$ cat config.mk
export PLATFORM = sky130hd
export DESIGN_NAME = lrc_compensator
export DESIGN_NICKNAME = d
export VERILOG_FILES = /design/src/hw/lrc_pkg.sv /design/src/hw/lrc_pix_path.sv /design/src/hw/lrc_compensator.sv
export SDC_FILE = /design/constraint.sdc
export NUM_CORES = 1
export LEC_CHECK = 0
export BUFFER_PORTS_ARGS = -buffer_cell sky130_fd_sc_hd__buf_2
export CAP_MARGIN = 0
export CORE_UTILIZATION = 56
export CTS_BUF_LIST = sky130_fd_sc_hd__clkbuf_8
export CTS_CLUSTER_SIZE = 10
export DETAILED_ROUTE_END_ITERATION = 8
export HOLD_SLACK_MARGIN = 0.05
export PLACE_DENSITY = 0.81
export SETUP_SLACK_MARGIN = 0.1
export SLEW_MARGIN = 10
export SYNTH_ARGS = -nofsm -noshare
export SYNTH_HDL_FRONTEND = slang
export SYNTH_SLANG_ARGS = --single-unit
export TNS_END_PERCENT = 10
$ cat constraint.sdc
create_clock -name clk -period 10.92 [get_ports clk]
set_input_delay 1.092 -clock clk [delete_from_list [all_inputs] [get_ports clk]]
set_output_delay 1.092 -clock clk [all_outputs]
set_load 0.05 [all_outputs]
$ cat src/hw/lrc_pkg.sv
package lrc_pkg;
  // panel geometry
  localparam logic [8:0] PANEL_LINES = 9'd480;
  localparam logic [8:0] EXP_LINES = 9'd475;
  localparam logic [8:0] SRC_LINES_200 = 9'd200;
  localparam logic [8:0] SRC_LINES_350 = 9'd350;
  localparam logic [8:0] SRC_LINES_400 = 9'd400;
  localparam logic [8:0] SRC_LINES_480 = 9'd480;
  // source resolution select codes
  localparam logic [1:0] RES_200 = 2'h0;
  localparam logic [1:0] RES_350 = 2'h1;
  localparam logic [1:0] RES_400 = 2'h2;
  localparam logic [1:0] RES_480 = 2'h3;
  // text character rows
  localparam logic [4:0] ROW_LINES = 5'd19;
  localparam logic [4:0] ROW_LAST = 5'd18;
  localparam logic [8:0] FONT_H8 = 9'd8;
  localparam logic [8:0] FONT_H14 = 9'd14;
  localparam logic [8:0] FONT_H16 = 9'd16;
  localparam logic [8:0] FONT_H19 = 9'd19;
  localparam logic [4:0] TOP_PAD8 = 5'd1;
  localparam logic [4:0] TOP_PAD14 = 5'd2;
  localparam logic [4:0] TOP_PAD16 = 5'd1;
  localparam logic [4:0] GLYPH_SPAN8 = 5'd16;
  localparam logic [4:0] GLYPH_SPAN14 = 5'd14;
  localparam logic [4:0] GLYPH_SPAN16 = 5'd16;
  // graphics replication patterns, two bits per entry, entry 0 lowest
  localparam logic [15:0] PAT_200 = 16'hEEBA;
  localparam logic [27:0] PAT_350 = 28'h9659965;
  localparam logic [3:0] GRP_LAST_200 = 4'h7;
  localparam logic [3:0] GRP_LAST_350 = 4'hD;
  // last column index of a character cell before shrinking
  localparam logic [3:0] CELL_LAST = 4'h8;
  // register offsets (byte addresses)
  localparam logic [7:0] OFS_CTRL = 8'h00;
  localparam logic [7:0] OFS_STATUS = 8'h04;
  // control register field positions
  localparam int CTRL_COMP_EN = 0;
  localparam int CTRL_TEXT = 1;
  localparam int CTRL_RES_LO = 2;
  localparam int CTRL_AUTO_TEXT = 4;
  localparam int CTRL_CUSTOM_FONT = 5;
  localparam int CTRL_VCENTER = 6;
  localparam int CTRL_GFX_EXP = 7;
  localparam int CTRL_NINE_DOT = 8;
  localparam int CTRL_WIDTH = 9;
  localparam logic [8:0] CTRL_RESET = 9'h000;
  // status register field positions
  localparam int STAT_SRC_LO = 0;
  localparam int STAT_PANEL_LO = 16;
  localparam int STAT_BLANK = 31;
  // vertical sequencer phases
  typedef enum logic [1:0] {
    LRC_TOP,
    LRC_ACTIVE,
    LRC_BOTTOM
  } lrc_phase_t;
endpackage : lrc_pkg

$ cat src/hw/lrc_pix_path.sv
`timescale 1ns/1ps
// horizontal pixel path: drops ninth cell column, blanks pad lines
module lrc_pix_path (
  input wire logic clk,
  input wire logic srst,
  input wire logic lineStart,
  input wire logic shrinkCell,
  input wire logic lineBlank,
  input wire logic [7:0] pixIn,
  input wire logic pixValid,
  output logic [7:0] pixOut,
  output logic pixOutValid
);
  logic [3:0] cellCol; // column inside a nine-wide cell
  logic [3:0] next_cellCol;
  logic dropPix; // ninth column of a cell is discarded
  logic passPix;

  // column counter wraps after the ninth column
  assign next_cellCol = (cellCol == lrc_pkg::CELL_LAST) ? 4'h0
                        : cellCol + 4'h1;
  assign dropPix = shrinkCell && (cellCol == lrc_pkg::CELL_LAST);
  assign passPix = pixValid && !dropPix;

  // column tracking, restarted at every line
  always_ff @(posedge clk) begin
    if (srst || lineStart) begin
      cellCol <= 4'h0;
    end else if (pixValid) begin
      cellCol <= next_cellCol;
    end
  end

  // registered pixel out toward the dithering stage
  always_ff @(posedge clk) begin
    if (srst) begin
      pixOut <= 8'h00;
      pixOutValid <= 1'b0;
    end else begin
      pixOutValid <= passPix;
      pixOut <= lineBlank ? 8'h00 : pixIn;
    end
  end
endmodule : lrc_pix_path

$ cat src/hw/lrc_compensator.sv
// Added by the designer: the strobed register port and the placing of the registers.
`timescale 1ns/1ps
// What this block does
// - nine-dot text cells shown eight pixels wide
// - 8x8 font doubled, one top two bottom
// - 8x14 font: two top, three bottom pad
// - 8x16 font: one top, two bottom pad
// - expanded 475 lines centred on 480 when vCenter is set
// - unexpanded 200/350/400 lines may be centred
// - 200-line graphics: 8 to 19 lines
// - 350-line graphics: 14 to 19 lines
// - custom 8x19 font fills 640 by 475
// - disabled: source lines unchanged at top, rest blank below
// - compensation output feeds dithering stage
module lrc_compensator (
  input wire logic clk,
  input wire logic srst,
  input wire logic frameStart,
  input wire logic lineStart,
  input wire logic [7:0] pixIn,
  input wire logic pixValid,
  input wire logic [7:0] regAddr,
  input wire logic [31:0] regWrData,
  input wire logic regWrite,
  input wire logic regRead,
  output logic [31:0] regRdData,
  output logic [8:0] srcLine,
  output logic lineBlank,
  output logic [8:0] panelLine,
  output logic [7:0] pixOut,
  output logic pixOutValid
);
  // two-bit replication count of a graphics pattern entry
  function automatic logic [1:0] rep_count(input logic is350,
                                           input logic [3:0] idx);
    logic [4:0] bitPos;
    bitPos = {idx, 1'b0};
    if (is350) begin
      rep_count = lrc_pkg::PAT_350[bitPos +: 2];
    end else begin
      rep_count = lrc_pkg::PAT_200[bitPos[3:0] +: 2];
    end
  endfunction : rep_count

  // source line count of an unexpanded mode
  function automatic logic [8:0] src_lines(input logic [1:0] res);
    case (res)
      lrc_pkg::RES_200: src_lines = lrc_pkg::SRC_LINES_200;
      lrc_pkg::RES_350: src_lines = lrc_pkg::SRC_LINES_350;
      lrc_pkg::RES_400: src_lines = lrc_pkg::SRC_LINES_400;
      default: src_lines = lrc_pkg::SRC_LINES_480;
    endcase
  endfunction : src_lines

  // control register
  logic [8:0] ctrl; // software configuration
  logic compEn;
  logic textMode;
  logic [1:0] srcRes;
  logic autoText;
  logic customFont;
  logic vCenter;
  logic gfxExp;
  logic nineDot;

  assign compEn = ctrl[lrc_pkg::CTRL_COMP_EN];
  assign textMode = ctrl[lrc_pkg::CTRL_TEXT];
  assign srcRes = ctrl[lrc_pkg::CTRL_RES_LO +: 2];
  assign autoText = ctrl[lrc_pkg::CTRL_AUTO_TEXT];
  assign customFont = ctrl[lrc_pkg::CTRL_CUSTOM_FONT];
  assign vCenter = ctrl[lrc_pkg::CTRL_VCENTER];
  assign gfxExp = ctrl[lrc_pkg::CTRL_GFX_EXP];
  assign nineDot = ctrl[lrc_pkg::CTRL_NINE_DOT];

  // mode decode
  logic textExp; // text rows padded to 19 lines
  logic gfxExpOn; // graphics replication active
  logic is350;
  logic shrinkCell;
  logic [8:0] activeLen; // displayed lines before padding
  logic [8:0] topPad; // blank lines above the image
  logic [8:0] rowFontH; // source lines per text row

  assign textExp = compEn && textMode && (autoText || customFont);
  assign is350 = (srcRes == lrc_pkg::RES_350);
  assign gfxExpOn = compEn && !textMode && gfxExp
                    && (srcRes == lrc_pkg::RES_200 || is350);
  assign shrinkCell = compEn && textMode && autoText && nineDot;
  // expanded modes give 475 lines, others keep the source count
  assign activeLen = (textExp || gfxExpOn) ? lrc_pkg::EXP_LINES
                     : src_lines(srcRes);
  // centring only with compensation on; else image sits at top
  assign topPad = (compEn && vCenter)
                  ? (lrc_pkg::PANEL_LINES - activeLen) >> 1
                  : 9'h000;

  // font height feeding the row base
  always_comb begin
    if (customFont) begin
      rowFontH = lrc_pkg::FONT_H19;
    end else begin
      case (srcRes)
        lrc_pkg::RES_200: rowFontH = lrc_pkg::FONT_H8;
        lrc_pkg::RES_350: rowFontH = lrc_pkg::FONT_H14;
        default: rowFontH = lrc_pkg::FONT_H16;
      endcase
    end
  end

  // vertical sequencer state
  lrc_pkg::lrc_phase_t phase;
  lrc_pkg::lrc_phase_t next_phase;
  logic [8:0] lineCnt; // panel line of the current line
  logic [8:0] next_lineCnt;
  logic [8:0] activeCnt; // line inside the active image
  logic [8:0] next_activeCnt;
  logic [4:0] rowLine; // line inside a 19-line text row
  logic [4:0] next_rowLine;
  logic [8:0] rowBase; // first source line of the text row
  logic [8:0] next_rowBase;
  logic [8:0] srcCnt; // source line for graphics and plain modes
  logic [8:0] next_srcCnt;
  logic [3:0] grpIdx; // entry inside the replication pattern
  logic [3:0] next_grpIdx;
  logic [1:0] repLeft; // repeats left for the current source line
  logic [1:0] next_repLeft;

  // glyph line selection inside a text row
  logic [4:0] padTop;
  logic [4:0] glyphSpan;
  logic [4:0] rowOfs;
  logic inGlyph;
  logic [4:0] glyphLine;

  always_comb begin
    case (srcRes)
      lrc_pkg::RES_200: begin
        padTop = lrc_pkg::TOP_PAD8;
        glyphSpan = lrc_pkg::GLYPH_SPAN8;
      end
      lrc_pkg::RES_350: begin
        padTop = lrc_pkg::TOP_PAD14;
        glyphSpan = lrc_pkg::GLYPH_SPAN14;
      end
      default: begin
        padTop = lrc_pkg::TOP_PAD16;
        glyphSpan = lrc_pkg::GLYPH_SPAN16;
      end
    endcase
  end

  assign rowOfs = rowLine - padTop;
  // custom font uses all 19 lines, others pad above and below
  assign inGlyph = customFont
                   || (rowLine >= padTop && rowOfs < glyphSpan);
  // 8x8 glyph lines are each shown twice
  assign glyphLine = customFont ? rowLine
                     : (srcRes == lrc_pkg::RES_200) ? (rowOfs >> 1)
                     : rowOfs;

  // description of the current line
  logic curBlank;
  logic [8:0] curSrc;
  assign curBlank = (phase != lrc_pkg::LRC_ACTIVE)
                    || (textExp && !inGlyph);
  assign curSrc = textExp ? rowBase + {4'h0, glyphLine} : srcCnt;

  // next-line decode
  logic lastActive;
  logic firstPad;
  logic rowEnd;
  logic repDone;
  logic grpEnd;
  assign lastActive = (activeCnt == activeLen - 9'h001);
  assign firstPad = (topPad == 9'h000);
  assign rowEnd = (rowLine == lrc_pkg::ROW_LAST);
  assign repDone = (repLeft == 2'h1);
  assign grpEnd = is350 ? (grpIdx == lrc_pkg::GRP_LAST_350)
                  : (grpIdx == lrc_pkg::GRP_LAST_200);

  // next state of the vertical sequencer
  always_comb begin
    next_phase = phase;
    next_lineCnt = lineCnt;
    next_activeCnt = activeCnt;
    next_rowLine = rowLine;
    next_rowBase = rowBase;
    next_srcCnt = srcCnt;
    next_grpIdx = grpIdx;
    next_repLeft = repLeft;
    if (frameStart) begin
      // every frame starts from pattern entry 0
      next_phase = firstPad ? lrc_pkg::LRC_ACTIVE : lrc_pkg::LRC_TOP;
      next_lineCnt = 9'h000;
      next_activeCnt = 9'h000;
      next_rowLine = 5'h00;
      next_rowBase = 9'h000;
      next_srcCnt = 9'h000;
      next_grpIdx = 4'h0;
      next_repLeft = rep_count(is350, 4'h0);
    end else if (lineStart) begin
      next_lineCnt = lineCnt + 9'h001;
      case (phase)
        lrc_pkg::LRC_TOP: begin
          // leave padding once topPad lines have gone by
          if (lineCnt + 9'h001 >= topPad) begin
            next_phase = lrc_pkg::LRC_ACTIVE;
          end
        end
        lrc_pkg::LRC_ACTIVE: begin
          next_activeCnt = activeCnt + 9'h001;
          if (lastActive) begin
            next_phase = lrc_pkg::LRC_BOTTOM;
          end
          if (textExp) begin
            // row finished: start the next row at its first line
            if (rowEnd) begin
              next_rowLine = 5'h00;
              next_rowBase = rowBase + rowFontH;
            end else begin
              next_rowLine = rowLine + 5'h01;
            end
          end else if (gfxExpOn) begin
            // repeat a source line, then step the pattern
            if (repDone) begin
              next_srcCnt = srcCnt + 9'h001;
              next_grpIdx = grpEnd ? 4'h0 : grpIdx + 4'h1;
              next_repLeft = rep_count(is350, next_grpIdx);
            end else begin
              next_repLeft = repLeft - 2'h1;
            end
          end else begin
            next_srcCnt = srcCnt + 9'h001;
          end
        end
        lrc_pkg::LRC_BOTTOM: begin
          next_phase = lrc_pkg::LRC_BOTTOM;
        end
        default: begin
          next_phase = lrc_pkg::LRC_BOTTOM;
        end
      endcase
    end
  end

  // sequencer registers
  always_ff @(posedge clk) begin
    if (srst) begin
      phase <= lrc_pkg::LRC_BOTTOM;
      lineCnt <= 9'h000;
      activeCnt <= 9'h000;
      rowLine <= 5'h00;
      rowBase <= 9'h000;
      srcCnt <= 9'h000;
      grpIdx <= 4'h0;
      repLeft <= 2'h0;
    end else begin
      phase <= next_phase;
      lineCnt <= next_lineCnt;
      activeCnt <= next_activeCnt;
      rowLine <= next_rowLine;
      rowBase <= next_rowBase;
      srcCnt <= next_srcCnt;
      grpIdx <= next_grpIdx;
      repLeft <= next_repLeft;
    end
  end

  // line descriptor outputs, one cycle behind the sequencer
  always_ff @(posedge clk) begin
    if (srst) begin
      srcLine <= 9'h000;
      lineBlank <= 1'b1;
      panelLine <= 9'h000;
    end else begin
      srcLine <= curBlank ? 9'h000 : curSrc;
      lineBlank <= curBlank;
      panelLine <= lineCnt;
    end
  end

  // register port decode
  logic hitCtrl;
  logic hitStatus;
  logic [31:0] statusWord;
  logic [31:0] next_rdData;
  assign hitCtrl = (regAddr == lrc_pkg::OFS_CTRL);
  assign hitStatus = (regAddr == lrc_pkg::OFS_STATUS);
  assign statusWord = {lineBlank, 6'h00, panelLine, 7'h00, srcLine};
  assign next_rdData = !regRead ? 32'h0000_0000
                       : hitCtrl ? {23'h000000, ctrl}
                       : hitStatus ? statusWord
                       : 32'h0000_0000;

  // control write
  always_ff @(posedge clk) begin
    if (srst) begin
      ctrl <= lrc_pkg::CTRL_RESET;
    end else if (regWrite && hitCtrl) begin
      ctrl <= regWrData[lrc_pkg::CTRL_WIDTH-1:0];
    end
  end

  // read data stands only in the cycle after the strobe
  always_ff @(posedge clk) begin
    if (srst) begin
      regRdData <= 32'h0000_0000;
    end else begin
      regRdData <= next_rdData;
    end
  end

  // pixel path ahead of the dithering stage
  lrc_pix_path u_pix (
    .clk(clk),
    .srst(srst),
    .lineStart(lineStart),
    .shrinkCell(shrinkCell),
    .lineBlank(lineBlank),
    .pixIn(pixIn),
    .pixValid(pixValid),
    .pixOut(pixOut),
    .pixOutValid(pixOutValid)
  );
endmodule : lrc_compensator

==> reports/results.txt <==
outcome: complete, no violations
CP required: 11,210 ps
CTS tree: yes
Synth top cells by count: dfxtp_1, nor2_1, nand2_1
Post-Syn Area: 5910 um2
wl on met1: 5510 um
clock-pin slew on the worst setup and hold paths: 120 ps
fin area: 6470 um2
clock skew: 18.4 ps
sequential-to-total area share from yosys stat: 36.9%
RD Place Congestion: 0.914
most common cell in the synthesized netlist: dfxtp_1
GRT overflow: 0
Area Overhead vs Synth: 9.42%
number of flops mapped to enable cells by yosys: 0
port bufs: 78
share of post-route cells with drive strength above 1: 14.9%
global-route total usage across every layer: 23.6%
ant diodes: 0
die outline height: 105 um
via/cell ratio: 5.66
Worst Tran Pin Value: 845 ps
final hold vios: 0
Final Slew Violations: 0
Yosys top cell area share: 36.9%
Die W: 105 um
hold_buf cts: 0
Multi-input gate area: 3420 um2
1st-iter DRT viols: 353
post-route ant nets: 0
Worst Path Max Fanout: 19
PD cells: 108 nW/um2
Design Power: 696 uW
FP Rows: 37
Setup Viol. Count Final: 0
Synth Area per Inst: 8.66 um2
Final min period: 4690 ps
VDD IR max: 0.0570 mV
Starting Density: 57.5%
Detailed Routing Iterations Pass 1: 5
WP data arrival: 4980 ps
vias in the first global route: 4,606
post-synth cell types: 69
worst r2r path cells: 15
residual DRC count: 0
Fillers: 878
Final period util: 42.9%
Synth Flop Type: dfxtp_1
CTS H-Tree Depth: 3
largest area contributor in the netlist: dfxtp_1
max_slew headroom: 43.7%
clock buffer count from CTS: 9
Setup crit start kind: register
DP Wirelength: 9230 um
static leakage: 0.00282 uW
Worst-Skew Late Latency: 380 ps
nets: 829
Hold Path Depth: 1
Max Clock Freq: 0.213 GHz
clk sinks: 109
final WL: 12,700 um
CTS Buffer Depth: 2
setup repair bufs after CTS: 0
die area: 11,000 um2
met3 wire length: 762 um
Setup TNS: 0 ps
highest routed layer: met4
Core Area: 10,300 um2
#FFs+latches synth: 109
Worst Hold Class: reg2reg
PostCTS Resize Cnt: 0
flip-flop and latch area: 2180 um2
initial antenna violation count: 0
global-route wire length before repair: 21,400 um
I/O pin count: 115
Hold WS: 487 ps
Post-Place Cell Area: 6250 um2
Syn Inst Count: 683
largest net degree at the start of global routing: 42
met2 routed WL: 6180 um
RSZ-0062 raised after global routing: false
Ys Warns: 0
synth top area cells: dfxtp_1, ha_1, nor2_1, xor2_1, mux2i_1
critical path endpoint category: register
vias: 4,941
Post-synth ARST share: 0%
Root Driver: clkbuf_8
WL per Instance: 14.5 um
# Max-Cap Violations: 0
Crit Path Category: reg2reg
metal layers:
layer	vias up	GRT usage, %
met1	2322	28.7
met2	156	41.6
met3	26	3.74
met4	0	8.95
li1	2437	-
met5	-	0
report_power, final:
part,switching [uW],internal [uW],total (uW)
registers,2.27,400,402
logic,28.1,10.9,39.1
clock network,162,93.5,255
total,192,504,696
state kept, by name, indices dropped and copies added (netlist names):
register / flops
panelLine: 9
u_pix.pixOut: 8
regRdData: 19
u_pix.pixOutValid: 1
srcLine: 9
repLeft: 2
phase: 2
lineBlank: 1
activeCnt: 9
ctrl: 9
u_pix.cellCol: 4
rowBase: 9
srcCnt: 9
grpIdx: 4
lineCnt: 9
rowLine: 5
worst max-delay path, cell delays in order (launching register included):
cell,delay [ps]
dfxtp_1,390
inv_1,140
ha_1,690
inv_1,390
ha_1,330
fa_1,450
xor2_1,210
nor2_1,70
o31ai_1,510
ha_1,350
a21o_1,160
a21oi_1,220
o21ai_0,120
o2111ai_1,130
xor2_1,120
a211oi_1,310
stage by stage:
stage	util [%]	instances	worst slack, ps
after floorplan	-	695	7310
after global placement	60.9	857	6570
after detailed placement	60.9	857	6360
after CTS	62.9	873	6280
after global routing	62.9	873	5920
final	62.9	873	6230
path summary, 6_finish.rpt:
kind              slack (ps)                  endpoint               startpoint
setup reg to reg        6230     srcLine[7]$_SDFF_PP0_     ctrl[3]$_SDFFE_PP0P_
setup / recovery        6230     srcLine[7]$_SDFF_PP0_     ctrl[3]$_SDFFE_PP0P_
hold / removal           490  regRdData[18]$_SDFF_PP0_  panelLine[2]$_SDFF_PP0_
hold reg to reg          490  regRdData[18]$_SDFF_PP0_  panelLine[2]$_SDFF_PP0_
cells in the final DEF (no fill, tap or decap), types with 4 or more instances in the layout:
cell	instances
a21oi_1	41
nor2b_1	17
nor2_1	85
a31oi_1	4
nand4_1	17
dfxtp_1	109
xor2_1	32
clkbuf_8	9
o21ai_0	21
and2_1	10
nor3_1	10
nor3b_1	5
and3_1	13
conb_1	13
mux2i_1	23
a21o_1	4
nand2b_1	5
or3_1	9
a211oi_1	8
nand2_1	52
or4_1	5
xnor2_1	24
buf_2	78
ha_1	39
nand3_1	8
inv_1	24
kinds of logic after synthesis:
group	synth area share, %
simple gates	22.2
compound gates	13.4
flops	36.9
buf+inv	5.97
xor+xnor	8.30
fa+ha+maj	9.27
mux	3.89
other cells	0.0634
area by class of cell:
class	count	area share [%]
clock buffers	9	1.91
clock inverters	7	1.39
inverters	24	1.39
multi-input cells	510	52.9
flip-flops and latches	109	33.7
well taps	136	2.63
repair buffers	78	6.03
Power figures use the tool's default switching activity.
